<file path="src/verilog/sscmd_map.svh">
`ifndef SSCMD_MAP_SVH
`define SSCMD_MAP_SVH
// ----------------------------------------
// command codes
// ----------------------------------------
`define SSCMD_RESET_COMMAND      8'h01
`define SSCMD_ACTIVITY_INDICATOR 8'h02
`define SSCMD_POWER_DOWN_CONTROL 8'h05
`define SSCMD_OUTPUT_FREQUENCY   8'h10
`define SSCMD_OUTPUT_LEVEL       8'h11
`define SSCMD_TUNING_MODE        8'h12
`define SSCMD_LEVEL_LOOP_MODE    8'h13
`define SSCMD_LEVEL_CONV_WORD    8'h14
`define SSCMD_REFERENCE_CONTROL  8'h15
`define SSCMD_OSC_TRIM_WORD      8'h16
`define SSCMD_STATUS_QUERY       8'h17
`define SSCMD_TEMPERATURE_QUERY  8'h18
`define SSCMD_CAL_MEMORY_READ    8'h20
`define SSCMD_USER_MEMORY_READ   8'h22
`define SSCMD_USER_MEMORY_WRITE  8'h23
`define SSCMD_OUTPUT_ENABLE      8'h26
`define SSCMD_SAVE_DEFAULT_STATE 8'h28
`define SSCMD_LEVEL_TRACK_OFF    8'h29
`define SSCMD_LEVEL_CONV_QUERY   8'h2a
// ----------------------------------------
// payload lengths and field positions
// ----------------------------------------
`define SSCMD_LEN_FREQ           3'h5
`define SSCMD_LEN_WORD           3'h2
`define SSCMD_LEN_TRIPLE         3'h3
`define SSCMD_LEN_BYTE           3'h1
`define SSCMD_LEN_NONE           3'h0
`define SSCMD_FAST_TUNE_BIT      2
`define SSCMD_REF_BACKPLANE_BIT  3
`define SSCMD_REF_HIGH_OUT_BIT   2
`define SSCMD_REF_OUT_BIT        1
`define SSCMD_REF_LOCK_BIT       0
`define SSCMD_MEM_ADDR_MASK      16'h7fff
// ----------------------------------------
// defaults
// ----------------------------------------
`define SSCMD_DEF_FREQUENCY      40'h0000000000
`define SSCMD_DEF_LEVEL          16'h0000
`define SSCMD_DEF_TUNING         3'h0
`define SSCMD_DEF_REFERENCE      4'h0
`define SSCMD_DEF_LEVEL_WORD     14'h0000
`endif

</file>
<file path="src/verilog/sscmd_pkg.sv">
package sscmd_pkg;
  // programmable device state
  typedef struct packed {
    logic [39:0] frequency;
    logic [15:0] level;
    logic [2:0]  tuning;
    logic        loop_open;
    logic [13:0] level_word;
    logic [3:0]  reference;
    logic        rf_on;
    logic        tracking_off;
  } sscmd_cfg_type;

  // analog status inputs
  typedef struct packed {
    logic ref_osc_lock;
    logic high_ref_lock;
    logic main_lock;
    logic fine_lock;
    logic coarse_lock;
    logic ext_ref_found;
  } sscmd_lock_type;

  typedef enum logic [1:0] {
    SSCMD_IDLE    = 2'b00,
    SSCMD_PAYLOAD = 2'b01,
    SSCMD_EXECUTE = 2'b11
  } sscmd_state_type;
endpackage : sscmd_pkg

</file>
<file path="src/verilog/sscmd_top.sv">
`timescale 1ns/1ns
`default_nettype none
`include "sscmd_map.svh"
// Contract
// - reset command 0x00 restores saved defaults, 0x01 keeps current settings
// - indicator command lights or darkens activity indicator from payload bit 0
// - power-down 1 disables analog section, 0 re-enables with last state
// - frequency command takes 40-bit word, one hertz per bit
// - level command: 15-bit magnitude, bit 15 marks negative
// - tuning bit 2 enables fast tuning, off after reset
// - tuning bits 1:0 select 1 MHz, 25 kHz or 1 Hz steps
// - level-loop payload 0 closed loop, 1 open loop
// - level converter command loads 14-bit word
// - reference bit 3 backplane clock, bit 2 selects 100 MHz output
// - reference bit 1 output enable, bit 0 external lock enable
// - trim loaded from memory at power-up, command 0x16 overrides
// - user write: low byte data, upper two bytes address
// - output enable command follows payload bit 0
// - save command stores configuration as default, payload ignored
// - tracking-off command bit 0 disables automatic level tracking
// - query is command write then read of one to three bytes
// - status query returns status word in three bytes
// - status 15,14,13 report oscillator and main loop locks
// - status 10 fine, 9 coarse lock; 12,11,8 reserved zero
// - status 7 external ref, 6 ref out, 5 ext lock, 4 loop mode
// - status 3 fast tune, 2 power-down, 1 rf output, 0 backplane
// - memory read address top bit ignored, wraps above 0x7fff
// - temperature returns 14 bits, bit 13 sign
module sscmd_top (
  input  wire logic                   i_clk,
  input  wire logic                   i_rst,
  input  wire logic                   i_rx_valid,
  input  wire logic [7:0]             i_rx_byte,
  input  wire logic                   i_rx_start,
  input  wire logic                   i_tx_take,
  input  wire sscmd_pkg::sscmd_lock_type i_lock,
  input  wire logic [13:0]            i_temperature,
  input  wire logic [13:0]            i_trim_factory,
  input  wire logic [7:0]             i_cal_data,
  input  wire logic [7:0]             i_user_data,
  output logic                        o_tx_valid,
  output logic [7:0]                  o_tx_byte,
  output logic [2:0]                  o_tx_count,
  output sscmd_pkg::sscmd_cfg_type    o_cfg,
  output logic [13:0]                 o_trim,
  output logic                        o_indicator,
  output logic                        o_power_down,
  output logic                        o_soft_reset,
  output logic [14:0]                 o_mem_addr,
  output logic                        o_user_wr,
  output logic [7:0]                  o_user_wr_data
);
  // ----------------------------------------
  // command framing
  // ----------------------------------------
  sscmd_pkg::sscmd_state_type state_q;
  logic [7:0]  cmd_q;
  logic [39:0] data_q;
  logic [2:0]  left_q;
  logic [2:0]  need;
  logic [7:0]  rx_cmd;

  // payload length per command; unknown codes take one byte
  always_comb begin
    rx_cmd = i_rx_byte;
    case (rx_cmd)
      `SSCMD_OUTPUT_FREQUENCY:  need = `SSCMD_LEN_FREQ;
      `SSCMD_OUTPUT_LEVEL,
      `SSCMD_LEVEL_CONV_WORD,
      `SSCMD_OSC_TRIM_WORD,
      `SSCMD_CAL_MEMORY_READ,
      `SSCMD_USER_MEMORY_READ:  need = `SSCMD_LEN_WORD;
      `SSCMD_USER_MEMORY_WRITE: need = `SSCMD_LEN_TRIPLE;
      `SSCMD_STATUS_QUERY,
      `SSCMD_TEMPERATURE_QUERY,
      `SSCMD_LEVEL_CONV_QUERY:  need = `SSCMD_LEN_NONE;
      default:                  need = `SSCMD_LEN_BYTE;
    endcase
  end

  // command byte first, then payload shifted in msb first
  always_ff @(posedge i_clk) begin
    if (i_rst) begin
      state_q <= sscmd_pkg::SSCMD_IDLE;
      cmd_q   <= 8'h00;
      data_q  <= 40'h0000000000;
      left_q  <= 3'h0;
    end else begin
      case (state_q)
        sscmd_pkg::SSCMD_IDLE: begin
          if (i_rx_valid && i_rx_start) begin
            cmd_q  <= i_rx_byte;
            data_q <= 40'h0000000000;
            left_q <= need;
            state_q <= (need == 3'h0) ? sscmd_pkg::SSCMD_EXECUTE
                                      : sscmd_pkg::SSCMD_PAYLOAD;
          end
        end
        sscmd_pkg::SSCMD_PAYLOAD: begin
          if (i_rx_valid && i_rx_start) begin
            cmd_q  <= i_rx_byte;  // new frame restarts
            data_q <= 40'h0000000000;
            left_q <= need;
            state_q <= (need == 3'h0) ? sscmd_pkg::SSCMD_EXECUTE
                                      : sscmd_pkg::SSCMD_PAYLOAD;
          end else if (i_rx_valid) begin
            data_q <= {data_q[31:0], i_rx_byte};
            left_q <= left_q - 3'h1;
            if (left_q == 3'h1) begin
              state_q <= sscmd_pkg::SSCMD_EXECUTE;
            end
          end
        end
        default: begin
          state_q <= sscmd_pkg::SSCMD_IDLE;
        end
      endcase
    end
  end

  logic exec;
  assign exec = (state_q == sscmd_pkg::SSCMD_EXECUTE);

  // ----------------------------------------
  // configuration state
  // ----------------------------------------
  sscmd_pkg::sscmd_cfg_type cfg_q;
  sscmd_pkg::sscmd_cfg_type saved_q;
  sscmd_pkg::sscmd_cfg_type def_cfg;
  logic        indicator_q;
  logic        power_down_q;
  logic        soft_reset_q;
  logic [13:0] trim_q;
  logic        trim_loaded_q;

  assign def_cfg = '{frequency: `SSCMD_DEF_FREQUENCY, level: `SSCMD_DEF_LEVEL,
                     tuning: `SSCMD_DEF_TUNING, loop_open: 1'b0,
                     level_word: `SSCMD_DEF_LEVEL_WORD,
                     reference: `SSCMD_DEF_REFERENCE, rf_on: 1'b0,
                     tracking_off: 1'b0};

  // command execution; unknown codes fall through untouched
  always_ff @(posedge i_clk) begin
    if (i_rst) begin
      cfg_q   <= def_cfg;
      saved_q <= def_cfg;
    end else if (exec) begin
      case (cmd_q)
        `SSCMD_RESET_COMMAND: begin
          if (data_q[0] == 1'b0) begin
            cfg_q <= saved_q;
          end
        end
        `SSCMD_OUTPUT_FREQUENCY: cfg_q.frequency  <= data_q;
        `SSCMD_OUTPUT_LEVEL:     cfg_q.level      <= data_q[15:0];
        `SSCMD_TUNING_MODE:      cfg_q.tuning     <= data_q[2:0];
        `SSCMD_LEVEL_LOOP_MODE:  cfg_q.loop_open  <= data_q[0];
        `SSCMD_LEVEL_CONV_WORD:  cfg_q.level_word <= data_q[13:0];
        `SSCMD_REFERENCE_CONTROL: cfg_q.reference <= data_q[3:0];
        `SSCMD_OUTPUT_ENABLE:    cfg_q.rf_on      <= data_q[0];
        `SSCMD_LEVEL_TRACK_OFF:  cfg_q.tracking_off <= data_q[0];
        `SSCMD_SAVE_DEFAULT_STATE: saved_q <= cfg_q;
        default: begin
        end
      endcase
    end
  end

  // indicator and power-down; power-down keeps cfg so re-enable restores it
  always_ff @(posedge i_clk) begin
    if (i_rst) begin
      indicator_q  <= 1'b0;
      power_down_q <= 1'b0;
      soft_reset_q <= 1'b0;
    end else begin
      soft_reset_q <= exec && (cmd_q == `SSCMD_RESET_COMMAND);
      if (exec && cmd_q == `SSCMD_ACTIVITY_INDICATOR) begin
        indicator_q <= data_q[0];
      end
      if (exec && cmd_q == `SSCMD_POWER_DOWN_CONTROL) begin
        power_down_q <= data_q[0];
      end
    end
  end

  // trim: factory value once after reset, then host override
  always_ff @(posedge i_clk) begin
    if (i_rst) begin
      trim_q        <= 14'h0000;
      trim_loaded_q <= 1'b0;
    end else if (exec && cmd_q == `SSCMD_OSC_TRIM_WORD) begin
      trim_q        <= data_q[13:0];
      trim_loaded_q <= 1'b1;
    end else if (!trim_loaded_q) begin
      trim_q        <= i_trim_factory;
      trim_loaded_q <= 1'b1;
    end
  end

  // user memory write strobe and shared memory address
  logic [14:0] mem_addr_q;
  logic        user_wr_q;
  logic [7:0]  user_wr_data_q;
  always_ff @(posedge i_clk) begin
    if (i_rst) begin
      mem_addr_q     <= 15'h0000;
      user_wr_q      <= 1'b0;
      user_wr_data_q <= 8'h00;
    end else begin
      user_wr_q <= exec && (cmd_q == `SSCMD_USER_MEMORY_WRITE);
      if (exec && cmd_q == `SSCMD_USER_MEMORY_WRITE) begin
        mem_addr_q     <= data_q[22:8];
        user_wr_data_q <= data_q[7:0];
      end else if (exec && (cmd_q == `SSCMD_CAL_MEMORY_READ || cmd_q == `SSCMD_USER_MEMORY_READ)) begin
        mem_addr_q <= data_q[14:0];
      end
    end
  end

  // ----------------------------------------
  // query answer
  // ----------------------------------------
  logic [15:0] status;
  logic [23:0] ans_q;
  logic [2:0]  ans_cnt_q;
  logic [2:0]  ans_left_q;
  logic        ans_user_q;
  logic        ans_mem_q;
  logic        mem_pend_q;

  // status word; reserved bits read zero
  assign status = {i_lock.ref_osc_lock, i_lock.high_ref_lock, i_lock.main_lock,
                   2'b00, i_lock.fine_lock, i_lock.coarse_lock, 1'b0,
                   i_lock.ext_ref_found, cfg_q.reference[`SSCMD_REF_OUT_BIT],
                   cfg_q.reference[`SSCMD_REF_LOCK_BIT], cfg_q.loop_open,
                   cfg_q.tuning[`SSCMD_FAST_TUNE_BIT], power_down_q,
                   cfg_q.rf_on, cfg_q.reference[`SSCMD_REF_BACKPLANE_BIT]};

  // memory data is sampled two cycles after the address settles
  always_ff @(posedge i_clk) begin
    if (i_rst) begin
      ans_q      <= 24'h000000;
      ans_cnt_q  <= 3'h0;
      ans_left_q <= 3'h0;
      ans_mem_q  <= 1'b0;
      ans_user_q <= 1'b0;
      mem_pend_q <= 1'b0;
    end else begin
      mem_pend_q <= 1'b0;
      if (exec && cmd_q == `SSCMD_STATUS_QUERY) begin
        ans_q      <= {8'h00, status};
        ans_cnt_q  <= `SSCMD_LEN_TRIPLE;
        ans_left_q <= `SSCMD_LEN_TRIPLE;
      end else if (exec && cmd_q == `SSCMD_TEMPERATURE_QUERY) begin
        ans_q      <= {10'h000, i_temperature};
        ans_cnt_q  <= `SSCMD_LEN_WORD;
        ans_left_q <= `SSCMD_LEN_WORD;
      end else if (exec && cmd_q == `SSCMD_LEVEL_CONV_QUERY) begin
        ans_q      <= {10'h000, cfg_q.level_word};
        ans_cnt_q  <= `SSCMD_LEN_WORD;
        ans_left_q <= `SSCMD_LEN_WORD;
      end else if (exec && (cmd_q == `SSCMD_CAL_MEMORY_READ || cmd_q == `SSCMD_USER_MEMORY_READ)) begin
        ans_user_q <= (cmd_q == `SSCMD_USER_MEMORY_READ);
        ans_mem_q  <= 1'b1;
        ans_left_q <= 3'h0;  // hold answer until data is captured
      end else if (ans_mem_q) begin
        ans_mem_q  <= 1'b0;
        mem_pend_q <= 1'b1;
      end else if (mem_pend_q) begin
        ans_q      <= {16'h0000, ans_user_q ? i_user_data : i_cal_data};
        ans_cnt_q  <= `SSCMD_LEN_BYTE;
        ans_left_q <= `SSCMD_LEN_BYTE;
      end else if (i_tx_take && ans_left_q != 3'h0) begin
        ans_left_q <= ans_left_q - 3'h1;
      end
    end
  end

  // answer bytes go out msb first
  always_comb begin
    case (ans_left_q)
      3'h3:    o_tx_byte = ans_q[23:16];
      3'h2:    o_tx_byte = ans_q[15:8];
      default: o_tx_byte = ans_q[7:0];
    endcase
  end

  assign o_tx_valid     = (ans_left_q != 3'h0);
  assign o_tx_count     = ans_cnt_q;
  assign o_cfg          = cfg_q;
  assign o_trim         = trim_q;
  assign o_indicator    = indicator_q;
  assign o_power_down   = power_down_q;
  assign o_soft_reset   = soft_reset_q;
  assign o_mem_addr     = mem_addr_q;
  assign o_user_wr      = user_wr_q;
  assign o_user_wr_data = user_wr_data_q;

  // ----------------------------------------
  // assertions
  // ----------------------------------------
  property p_freq_load;
    @(posedge i_clk) disable iff (i_rst)
      (exec && cmd_q == `SSCMD_OUTPUT_FREQUENCY) |=> (o_cfg.frequency == $past(data_q));
  endproperty
  a_freq_load: assert property (p_freq_load) else $error("frequency not loaded");

  property p_power_down;
    @(posedge i_clk) disable iff (i_rst)
      (exec && cmd_q == `SSCMD_POWER_DOWN_CONTROL) |=> (o_power_down == $past(data_q[0]));
  endproperty
  a_power_down: assert property (p_power_down) else $error("power-down wrong");

  property p_indicator;
    @(posedge i_clk) disable iff (i_rst)
      (exec && cmd_q == `SSCMD_ACTIVITY_INDICATOR) |=> (o_indicator == $past(data_q[0]));
  endproperty
  a_indicator: assert property (p_indicator) else $error("indicator wrong");

  property p_save_keep;
    @(posedge i_clk) disable iff (i_rst)
      (exec && cmd_q == `SSCMD_RESET_COMMAND && data_q[0]) |=> $stable(o_cfg);
  endproperty
  a_save_keep: assert property (p_save_keep) else $error("reset 0x01 changed state");

  property p_status_bits;
    @(posedge i_clk) disable iff (i_rst)
      (status[12] == 1'b0) && (status[11] == 1'b0) && (status[8] == 1'b0)
      && (status[2] == o_power_down) && (status[1] == o_cfg.rf_on);
  endproperty
  a_status_bits: assert property (p_status_bits) else $error("status layout wrong");

  property p_status_answer;
    @(posedge i_clk) disable iff (i_rst)
      (exec && cmd_q == `SSCMD_STATUS_QUERY) |=> (o_tx_valid && o_tx_count == 3'h3);
  endproperty
  a_status_answer: assert property (p_status_answer) else $error("status answer missing");

  property p_user_write;
    @(posedge i_clk) disable iff (i_rst)
      (exec && cmd_q == `SSCMD_USER_MEMORY_WRITE) |=> (o_user_wr && o_user_wr_data == $past(data_q[7:0]));
  endproperty
  a_user_write: assert property (p_user_write) else $error("user write wrong");

  property p_tracking;
    @(posedge i_clk) disable iff (i_rst)
      (exec && cmd_q == `SSCMD_LEVEL_TRACK_OFF) |=> (o_cfg.tracking_off == $past(data_q[0]));
  endproperty
  a_tracking: assert property (p_tracking) else $error("tracking flag wrong");

  property p_mem_answer;
    @(posedge i_clk) disable iff (i_rst)
      (exec && cmd_q == `SSCMD_CAL_MEMORY_READ) |-> ##3 (o_tx_valid && o_tx_count == 3'h1);
  endproperty
  a_mem_answer: assert property (p_mem_answer) else $error("memory answer late");
endmodule : sscmd_top
`default_nettype wire

</file>
<file path="config.mk">
export PLATFORM = sky130hd
export DESIGN_NAME = sscmd_top
export DESIGN_NICKNAME = d
export VERILOG_FILES = /design/src/verilog/sscmd_pkg.sv /design/src/verilog/sscmd_top.sv
export VERILOG_INCLUDE_DIRS = /design/src /design/src/verilog
export SDC_FILE = /design/constraint.sdc
export NUM_CORES = 1
export LEC_CHECK = 0
export ABC_AREA = 0
export BUFFER_PORTS_ARGS = -buffer_cell sky130_fd_sc_hd__buf_2
export CORE_UTILIZATION = 51
export DETAILED_ROUTE_END_ITERATION = 8
export PLACE_DENSITY = 0.84
export SYNTH_ARGS = -nofsm -noshare
export SYNTH_HDL_FRONTEND = slang
export SYNTH_SLANG_ARGS = --single-unit
</file>
<file path="constraint.sdc">
create_clock -name i_clk -period 2.1 [get_ports i_clk]
set_input_delay 0.21 -clock i_clk [delete_from_list [all_inputs] [get_ports i_clk]]
set_output_delay 0.21 -clock i_clk [all_outputs]
set_load 0.1 [all_outputs]
</file>
### Word level (Yosys, flattened, before mapping)

Index checks and enable logic that the tools add are counted.

| storage, ports and cells | value |
|---|---|
| register bits after elaboration | 279 |
| input port bits | 63 |
| output and inout port bits | 133 |
| logic and storage cells | 190 |

| cells by class | value |
|---|---|
| $add $sub $neg | 2 |
| equal/unequal tests | 44 |
| multiplexer cells | 52 |
| bitwise logic cells | 4 |
| reductions and logical operators | 52 |

Operators with widths:

| kind | number |
|---|---|
| 40-bit case mux with 2 select lines | 2 |
| 8-bit by 5-bit equality test with 1-bit output, second input constant | 15 |
| 40-bit two-way mux | 3 |
| 16-bit two-way mux | 6 |
| 8-bit by 6-bit equality test with 1-bit output, second input constant | 11 |
| 80-bit two-way mux | 1 |
| 3-bit AND reduction | 13 |
| 2-bit two-way mux | 16 |
| 16-bit case mux with 2 select lines | 1 |
| 15-bit two-way mux | 2 |
| 14-bit two-way mux | 2 |
| 14-bit case mux with 2 select lines | 1 |
| 2-bit nonzero test | 11 |
| 8-bit case mux with 2 select lines | 1 |
| 3-bit two-way mux | 5 |
| 3-bit case mux with 2 select lines | 2 |
| 3-bit case mux with 4 select lines | 1 |
| 1-bit logical AND | 11 |
| 5-bit OR reduction | 2 |
| 8-bit by 1-bit equality test with 1-bit output, second input constant | 1 |
| 8-bit by 2-bit equality test with 1-bit output, second input constant | 1 |
| 8-bit by 3-bit equality test with 1-bit output, second input constant | 1 |
| 8-bit two-way mux | 1 |
| 4-bit by 1-bit != test with 1-bit output, second input constant | 2 |
| other kinds (25) | 42 |

### Longest topological paths before layout

Gate-level depths: netlist of run 1.

| logic depth | value |
|---|---|
| depth in word-level cells | 9 |
| gate-level depth with buffers | 9 |
| gate-level depth less buffers | 7 |

### Least setup slack after synthesis of run 1

Ideal clock, no wire load.

| timing | value |
|---|---|
| kind | reg-to-output |
| from | register ans_left_q[0] |
| to | output port o_tx_byte[0] |
| arrival time | 2,924 ps |
| data required time | 1,890 ps |
| path slack | -1,034 ps |
| stages on the path, launching flop included | 6 |
| path buffers | 1 |
| cells stage by stage | dfxtp_1 > inv_1 > ha_1 > buf_1 > nand2_1 > o21ai_0 |

| on the way | value |
|---|---|
| longest elaborated chain between the ends | 2 |
| elaborated cells between the ends (all ways) | 3 |
| those cells by class | eq/ne: 2; mux: 1 |

Ends and longest elaborated chain:

| element | RTL line | text |
|---|---|---|
| start: declaration | sscmd_top.sv:226 | `logic [2:0] ans_left_q;` |
| start signal: assignment | sscmd_top.sv:253 | `` ans_left_q <= `SSCMD_LEN_TRIPLE; `` |
| start signal: assignment | sscmd_top.sv:257 | `` ans_left_q <= `SSCMD_LEN_WORD; `` |
| start signal: assignment | sscmd_top.sv:261 | `` ans_left_q <= `SSCMD_LEN_WORD; `` |
| 3-bit by 2-bit equality test with 1-bit output | sscmd_top.sv:281 | `case (ans_left_q)` |
| 8-bit case mux with 2 select lines * | sscmd_top.sv:281 |  |
| end: declaration | sscmd_top.sv:42 | `output logic [7:0] o_tx_byte,` |

Mark *: on every way between the ends. The rest lies on a longest branch, timed or not.

### Worst setup path after layout of run 1

| timing | value |
|---|---|
| from | register cmd_q[4] |
| to | register ans_q[3] |

| on the way | value |
|---|---|
| longest elaborated chain between the ends | 5 |
| elaborated cells between the ends (all ways) | 17 |
| those cells by class | eq/ne: 7; mux: 3; reduce/logical: 7 |

Ends and longest elaborated chain:

| element | RTL line | text |
|---|---|---|
| start: declaration | sscmd_top.sv:57 | `logic [7:0] cmd_q;` |
| start signal: assignment | sscmd_top.sv:92 | `cmd_q <= i_rx_byte;` |
| start signal: assignment | sscmd_top.sv:101 | `cmd_q <= i_rx_byte;` |
| 8-bit by 6-bit equality test with 1-bit output (no line) | n/a |  |
| 1-bit logical OR (no line) or 1-bit logical AND (tied branches) | n/a |  |
| 1-bit logical AND or 16-bit two-way mux (tied branches) | sscmd_top.sv:262, sscmd_top.sv:258 |  |
| 4-bit by 1-bit != test with 1-bit output (no line) or 16-bit two-way mux (tied branches) | n/a |  |
| 3-bit AND reduction (no line) or 16-bit two-way mux (tied branches) | n/a |  |
| end signal: assignment | sscmd_top.sv:255 | `ans_q <= {10'h000, i_temperature};` |
| end signal: assignment | sscmd_top.sv:259 | `ans_q <= {10'h000, cfg_q.level_word};` |
| end signal: assignment | sscmd_top.sv:270 | `ans_q <= {16'h0000, ans_user_q ? i_user_data : i_cal_data};` |
| end: declaration | sscmd_top.sv:224 | `logic [23:0] ans_q;` |

Several ways; a longest one is shown, not always the timed one.
A chain may end at the register's enable or synchronous reset.

==> results of run 1 <==
## Yosys cell counts (5+ instances only)
library cell,number
sky130_fd_sc_hd__nand4_1,6
sky130_fd_sc_hd__a211oi_1,114
sky130_fd_sc_hd__buf_1,7
sky130_fd_sc_hd__mux2i_1,122
sky130_fd_sc_hd__nor3_1,9
sky130_fd_sc_hd__a21oi_1,118
sky130_fd_sc_hd__inv_1,7
sky130_fd_sc_hd__nand3_1,21
sky130_fd_sc_hd__ha_1,5
sky130_fd_sc_hd__clkbuf_1,86
sky130_fd_sc_hd__and3_1,5
sky130_fd_sc_hd__nand3b_1,6
sky130_fd_sc_hd__nand2_1,204
sky130_fd_sc_hd__buf_2,26
sky130_fd_sc_hd__nor2_1,183
sky130_fd_sc_hd__nor2b_1,5
sky130_fd_sc_hd__dfxtp_1,279
sky130_fd_sc_hd__a222oi_1,5
sky130_fd_sc_hd__mux2_2,9
sky130_fd_sc_hd__a22oi_1,41
sky130_fd_sc_hd__o21ai_0,23
## repair_timing
| action | CTS | global route |
|---|---|---|
| setup endpoints to repair | 1 | 19 |
| cloned | 0 | 0 |
| endpoints found under the hold margin | 24 | 0 |
| hold buffers | 17 | 0 |
| gates resized for setup | 1 | 6 |
| pin swaps | 0 | 0 |
## metrics by stage
stage	hold WS [ns]	instance area (µm²)	instances	util	total power, mW
after detailed placement	0.4412	13290	1757	0.5870	6.380
after global routing	0.02162	14480	1828	0.6395	11.93
after floorplan	0.3460	11820	1350	-	6.134
after CTS	0.0004002	14450	1826	0.6383	11.57
after global placement	0.4372	13290	1757	0.5870	6.360
final	0.004282	14480	1828	0.6395	11.57
## logic make-up (layout without fill, tap and decap cells)
group                      Yosys count  after routing
and+or+nand+nor                    473            473
AOI/OAI and AO/OA                  328            328
DFF                                279            279
buffers and inverters              133            324
muxes                              131            131
adders and majority gates            5              5
other                                1              3
## power breakdown
group	switching (mW)	leakage, nW	internal, mW
sequential	0.0541	2.25	5.34
clock	2.11	0.481	3.15
combinational	0.625	3.27	0.298
total	2.79	6.00	8.79
## registers in the layout (all words and copies together) (netlist names), 8 cells and up
register,cells
o_cfg,80
saved_q,80
data_q,40
ans_q,16
o_mem_addr,15
o_trim,14
cmd_q,8
o_user_wr_data,8
## cell type report
type / instances / area share
diodes: 2 / 0.0003457
clock buffers: 42 / 0.05825
multi-input cells: 938 / 0.3943
clock inverters: 10 / 0.01003
flip-flops and latches: 279 / 0.3858
well taps: 285 / 0.02463
inverters: 7 / 0.001815
repair buffers: 265 / 0.1249
## cells in the final DEF (no fill, tap or decap), types with 4 or more instances in the layout
| master | n |
|---|---|
| sky130_fd_sc_hd__a211oi_1 | 114 |
| sky130_fd_sc_hd__a21oi_1 | 116 |
| sky130_fd_sc_hd__a221oi_1 | 4 |
| sky130_fd_sc_hd__a222oi_1 | 5 |
| sky130_fd_sc_hd__a22oi_1 | 41 |
| sky130_fd_sc_hd__a32o_1 | 4 |
| sky130_fd_sc_hd__and3_1 | 4 |
| sky130_fd_sc_hd__buf_12 | 17 |
| sky130_fd_sc_hd__buf_2 | 184 |
| sky130_fd_sc_hd__buf_4 | 44 |
| sky130_fd_sc_hd__clkbuf_1 | 5 |
| sky130_fd_sc_hd__clkbuf_16 | 29 |
| sky130_fd_sc_hd__clkbuf_8 | 10 |
| sky130_fd_sc_hd__dfxtp_1 | 279 |
| sky130_fd_sc_hd__dlygate4sd3_1 | 17 |
| sky130_fd_sc_hd__ha_1 | 4 |
| sky130_fd_sc_hd__inv_1 | 7 |
| sky130_fd_sc_hd__mux2_2 | 9 |
| sky130_fd_sc_hd__mux2i_1 | 122 |
| sky130_fd_sc_hd__nand2_1 | 203 |
| sky130_fd_sc_hd__nand3_1 | 18 |
| sky130_fd_sc_hd__nand3_2 | 5 |
| sky130_fd_sc_hd__nand3b_1 | 6 |
| sky130_fd_sc_hd__nand4_1 | 6 |
| sky130_fd_sc_hd__nor2_1 | 183 |
| sky130_fd_sc_hd__nor2b_1 | 5 |
| sky130_fd_sc_hd__nor3_1 | 8 |
| sky130_fd_sc_hd__o21ai_0 | 14 |
| sky130_fd_sc_hd__o21ai_2 | 8 |
| sky130_fd_sc_hd__or3_1 | 4 |
## worst max path at each step
stage | startpoint | endpoint | slack, ns | cells after the start
floorplan | cmd_q[7] | ans_q[3] | 0.002 | 8
finish | cmd_q[4] | ans_q[3] | 0.08 | 5
global placement | cmd_q[7] | ans_q[5] | 0.14 | 5
detailed placement | cmd_q[7] | ans_q[5] | 0.08 | 5
CTS | ans_left_q[0] | o_tx_byte[7] | 0.07 | 5
global route | cmd_q[0] | o_cfg[24] | 0.001 | 7
## worst min-delay path, delay by kind of cell
family                 cells  cell delay, ns
AO/OA/AOI/OAI              1            0.08
buffers and inverters      1            0.09
multiplexers               1            0.12
## layer usage
| layer | part of all wire | routed length, µm | GRT usage | up-vias |
|---|---|---|---|---|
| li1 | - | - | - | 5089 |
| met1 | 0.43 | 14500 | 0.3716 | 5063 |
| met2 | 0.46 | 15730 | 0.4457 | 445 |
| met3 | 0.078 | 2651 | 0.05411 | 80 |
| met4 | 0.032 | 1082 | 0.1067 | 0 |
| met5 | 0 | 0 | 0 | - |
==> reports/metrics.cfg, run 1 <==
[min_path]
worst_hold_path.endpoint=o_trim[0]
min-delay-start=i_trim_factory[0]
hold-path-cell-count=3
worst_hold_path_type=input pin to flop

[synthesis]
synth_warnings=0
synth-seq-cells=279
mappedNetlistNets=1418
post-synth-top-area-cell=sky130_fd_sc_hd__dfxtp_1
yosys-top-cells-area=sky130_fd_sc_hd__dfxtp_1 (47%), sky130_fd_sc_hd__mux2i_1 (10%), sky130_fd_sc_hd__a211oi_1 (7.3%), sky130_fd_sc_hd__nand2_1 (6.5%), sky130_fd_sc_hd__nor2_1 (5.8%)
fraction_of_the_mapped_netlist_area_in_adder_cells=0.005308
post_synthesis_compound_gate_area_fraction=0.1844
synthDistinctLibCells=62
post_synth_and_or_nand_nor_area_fraction=0.1747
synthesis.area_per_instance_um2=8.731
yosys.area_share.xor_xnor=0
number_of_enable_flip_flop_cells_after_synthesis=0
netlist_area_um2=11790
synthArstFlopShare=0
synthCells=1350
synth.mux.area_fraction=0.1122
dominantRegCellSynth=sky130_fd_sc_hd__dfxtp_1
synth_top_area_share=0.4739
synth_top_family_by_area=compound AO/OA/AOI/OAI gates
ys_seq_area_frac=0.4739

[floorplan]
dieWidth_um=154.0
ioPinCount=196
rows=55
floorplan.core_area_um2=22640
dieHeight_um=154.0
die-area_um2=23720
start_util=0.5206

[global_routing]
antenna_found_initial=3
all_layer_gr_usage=0.2788
globalRoute.totalOverflow=0
vias_in_the_first_global_route=9926
grt_max_degree=121
grt_first_pass_wirelength_um=53200

[critical_path]
worst_r2r_endpoint=ans_q[3]
worst_ep_arrival_time_ns=2.46
r2r_start=cmd_q[4]
cp.required_ns=2.54
critical-path-top-delay-family=simple AND/OR/NAND/NOR gates
critical_path.max_fanout=8
r2r.worst_path.cells=5
critical_path.cell_chain=or4b_4 > o31ai_2 > and3_1 > nor2_1 > a32o_1
crit_slowest_cell=sky130_fd_sc_hd__or4b_4
cp_class=flop to flop
start_kind=flop
critPathCaptureType=flop
reg2reg_setup_slack_ns=0.08
path_buf_inv=0
critical_path.max_stage_delay_ns=0.57

[timing]
setup_viol=0
period_share=0.9605
max_freq_mhz=495.8
finalHoldViolCount=0
fin_worst_skew_ns=0.02824
final.min_clock_period_ns=2.017
unrepaired_setup_endpoints_after_global_routing=no
totalNegativeSetupSlack_ns=0
post-route-worst-setup-slack_ns=0.08288
max_slew_margin=0.5370
drv_slew=0
timing_worst_slew_pin_value_ns=0.6936

[cells_and_area]
num-fill-cells=1773
finish.net_count=1587
multiInputGateArea_um2=5708
areaGrowthSynthToFinish_pct=22.83
area.sequential_um2=5585
layout-drive-gt1-share=0.2193

[power_and_ir_drop]
vdd.ir_drop.worst_uv=625.3
power_density_nw_per_um2=799.2
cellLeakagePower_nw=6.001

[cts]
ctsLongestPathBuffers=3
tritoncts=built
buffer_cell_driving_the_clock_tree_root=sky130_fd_sc_hd__clkbuf_16
clock-sinks=279
clock_tree.htree_level_count=1
clkLatencyLatePin_ns=0.55
postCtsSetupBuffers=0
clk_transition_reported_paths_ns=0.07
cts-buffers-inserted=28

[detailed_routing]
vias_per_cell=5.841
wire_per_inst_um=18.58
drt_pass1_iterations=5
route.vias.total=10677
drt-initial-drc-count=969
drt_wl_total_um=33970
detail_route.drc_violations=0
antenna_left=0

[place]
pre_cts_slack_ns=0.07980
global_placement_routability_congestion=0.8827
port_buffers=194
dp_hpwl_um=21920

[run_status]
run_status=finished clean

[job]
cap_viol_max_count=0

(Power assumes the default switching activity.)
==> run 2: changes to the inputs <==
--- a/config.mk
+++ b/config.mk
@@ -9,6 +9,8 @@
 export ABC_AREA = 0
 export BUFFER_PORTS_ARGS = -buffer_cell sky130_fd_sc_hd__buf_2
 export CORE_UTILIZATION = 51
+export CTS_BUF_LIST = sky130_fd_sc_hd__clkbuf_16
+export CTS_CLUSTER_DIAMETER = 30
 export DETAILED_ROUTE_END_ITERATION = 8
 export PLACE_DENSITY = 0.84
 export SYNTH_ARGS = -nofsm -noshare
==> reports/metrics.cfg, run 2 (synthesis results as in run 1) <==
[power_and_ir_drop]
p_clk_frac=0.569  ; was 0.454
power_density_nw_per_um2=964.4  ; was 799.2 nW/µm²
share_comb_of_total_power=0.064  ; was 0.080
sequentialPowerShare=0.368  ; was 0.466
vdd.ir_drop.worst_uv=730.1  ; was 625.3 µV
switching_power_mw=3.587  ; was 2.786 mW
p_int_mw=11.11  ; was 8.785 mW
cellLeakagePower_nw=6.379  ; was 6.001 nW
proportion_of_total_power_due_to_net_switching=0.2440  ; was 0.2408

[global_routing]
grt_max_degree=121  ; unchanged
grt_first_pass_wirelength_um=55720  ; was 53200 µm
globalRoute.totalOverflow=0  ; unchanged
all_layer_gr_usage=0.2944  ; was 0.2788
antenna_found_initial=3  ; unchanged
vias_in_the_first_global_route=10420  ; was 9926

[timing]
finalHoldViolCount=0  ; unchanged
timing.hold.ws_ns=0.007269  ; was 0.004282 ns
period_share=0.9596  ; was 0.9605
max_freq_mhz=496.3  ; was 495.8 MHz
max_slew_margin=0.5143  ; was 0.5370
post-route-worst-setup-slack_ns=0.08490  ; was 0.08288 ns
final.min_clock_period_ns=2.015  ; was 2.017 ns
setup_viol=0  ; unchanged
fin_worst_skew_ns=0.02397  ; was 0.02824 ns
drv_slew=0  ; unchanged
unrepaired_setup_endpoints_after_global_routing=yes  ; was no
timing_worst_slew_pin_value_ns=0.7276  ; was 0.6936 ns

[cts]
ctsLongestPathBuffers=3  ; unchanged
clkLatencyLatePin_ns=0.56  ; was 0.55 ns
tritoncts=built  ; unchanged
buffer_cell_driving_the_clock_tree_root=sky130_fd_sc_hd__clkbuf_16  ; unchanged
postCtsSetupBuffers=0  ; unchanged
clk_transition_reported_paths_ns=0.05  ; was 0.07 ns
clock_tree.htree_level_count=2  ; was 1
cts-buffers-inserted=50  ; was 28
clock-sinks=279  ; unchanged

[critical_path]
cp_class=flop to primary output  ; was flop to flop
cp.required_ns=1.89  ; was 2.54 ns
start_kind=flop  ; unchanged
worst_ep_arrival_time_ns=1.81  ; was 2.46 ns
critPathCaptureType=primary output  ; was flop
critical_path.max_fanout=8  ; unchanged

[floorplan]
start_util=0.5206  ; unchanged
dieHeight_um=154.0  ; unchanged
floorplan.core_area_um2=22640  ; unchanged
die-area_um2=23720  ; unchanged
rows=55  ; unchanged
dieWidth_um=154.0  ; unchanged
ioPinCount=196  ; unchanged

[min_path]
worst_hold_path_type=input pin to flop  ; unchanged

[detailed_routing]
wl_met3_um=2954  ; was 2651 µm
detail_route.drc_violations=0  ; unchanged
drt_pass1_iterations=8  ; was 5
dr_top_layer=met4  ; unchanged
route.vias.total=11099  ; was 10677
vias_per_cell=5.945  ; was 5.841
wire_per_inst_um=19.51  ; was 18.58 µm
met2_wire_length_um=17120  ; was 15730 µm
drt_wl_total_um=36430  ; was 33970 µm
detail_route.wirelength.met1_um=14950  ; was 14500 µm
drt-initial-drc-count=1228  ; was 969
antenna_left=0  ; unchanged

[cells_and_area]
layout-drive-gt1-share=0.2424  ; was 0.2193
final_common_cell=sky130_fd_sc_hd__dfxtp_1  ; unchanged
finish.net_count=1607  ; was 1587
areaGrowthSynthToFinish_pct=29.31  ; was 22.83%
number_of_standard_cells_in_the_final_layout_excluding_fillers=1867  ; was 1828
most-common-layout-cells=sky130_fd_sc_hd__dfxtp_1 (278), sky130_fd_sc_hd__nand2_1 (203), sky130_fd_sc_hd__buf_2 (184), sky130_fd_sc_hd__nor2_1 (182), sky130_fd_sc_hd__mux2i_1 (122)  ; was sky130_fd_sc_hd__dfxtp_1 (279), sky130_fd_sc_hd__nand2_1 (203), sky130_fd_sc_hd__buf_2 (184), sky130_fd_sc_hd__nor2_1 (183), sky130_fd_sc_hd__mux2i_1 (122)

[job]
cap_viol_max_count=0  ; unchanged

[place]
global_placement_routability_congestion=0.8827  ; unchanged
port_buffers=194  ; unchanged
pre_cts_slack_ns=0.07980  ; unchanged
dp_hpwl_um=21920  ; unchanged
numPlacedInstances=1757  ; unchanged

[run_status]
run_status=finished clean  ; unchanged

run 2: cell types whose count changed in the layout (fill, tap and decap cells not counted), moves of 3 or more:
cell	change
sky130_fd_sc_hd__clkinv_4	+3
sky130_fd_sc_hd__bufinv_16	+5
sky130_fd_sc_hd__clkbuf_1	-5
sky130_fd_sc_hd__clkbuf_16	+23
sky130_fd_sc_hd__clkinvlp_4	+5
sky130_fd_sc_hd__dlygate4sd3_1	-3
sky130_fd_sc_hd__inv_1	+3
sky130_fd_sc_hd__clkinv_2	+6
sky130_fd_sc_hd__inv_6	+7
sky130_fd_sc_hd__clkbuf_8	-9
run 2: area by class of cell:
type                            instances  area (µm²)
Inverter                                7       26.28
Clock inverter                         42       484.2
Multi-Input combinational cell        938        5708
Clock buffer                           51        1276
Fill cell                            1618        7400
Tap cell                              285       356.6
Antenna cell                            2       5.005
Sequential cell                       279        5587
Timing Repair Buffer                  263        1798
run 2: final timing paths:
path | endpoint | slack [ns] | from | cells after the start
worst min register to register | left_q[1] | 0.45 | left_q[1] | 2
worst max register to register | o_cfg[64] | 0.09 | cmd_q[7] | 7
worst max-delay path | o_tx_byte[7] | 0.08 | ans_left_q[0] | 5
worst min-delay path | o_trim[0] | 0.007 | i_trim_factory[0] | 3
run 2: metrics by stage:
stage	area (µm²)	TNS, ns	util	total power, mW
floorplan	11820	0	-	6.134
global route	15240	-0.03597	0.6732	15.06
CTS	15200	0	0.6713	14.70
finish	15240	0	0.6732	14.70
global placement	13290	0	0.5870	6.360
detailed placement	13290	0	0.5870	6.380
run 2: what timing repair did:
item | CTS | global route
hold buffers | 14 | 0
resized for setup | 2 | 6
setup endpoints to repair | 2 | 21
hold endpoints to repair | 20 | 0
cloned | 0 | 1
run 2: worst max-delay path, stage by stage, from the launching register on:
cell and delay, ns:
sky130_fd_sc_hd__dfxtp_1 0.31, sky130_fd_sc_hd__inv_1 0.15, sky130_fd_sc_hd__ha_2 0.29, sky130_fd_sc_hd__nand2_1 0.09, sky130_fd_sc_hd__o21ai_2 0.11, sky130_fd_sc_hd__buf_4 0.30
run 2: power by group through the flow:
stage / Clock, mW / Combinational [mW] / Sequential [mW]
final: 8.36 / 0.934 / 5.41
after global routing: 8.66 / 0.987 / 5.41
after detailed placement: 0 / 0.871 / 5.51
after global placement: 0 / 0.854 / 5.51
after CTS: 8.38 / 0.915 / 5.40
after floorplan: 0 / 0.523 / 5.61
run 2: routing by layer:
metal,vias to the layer above,GRT usage
li1,5151,-
met1,5311,0.3725
met2,534,0.4786
met3,103,0.06342
met4,0,0.1386
met5,-,0
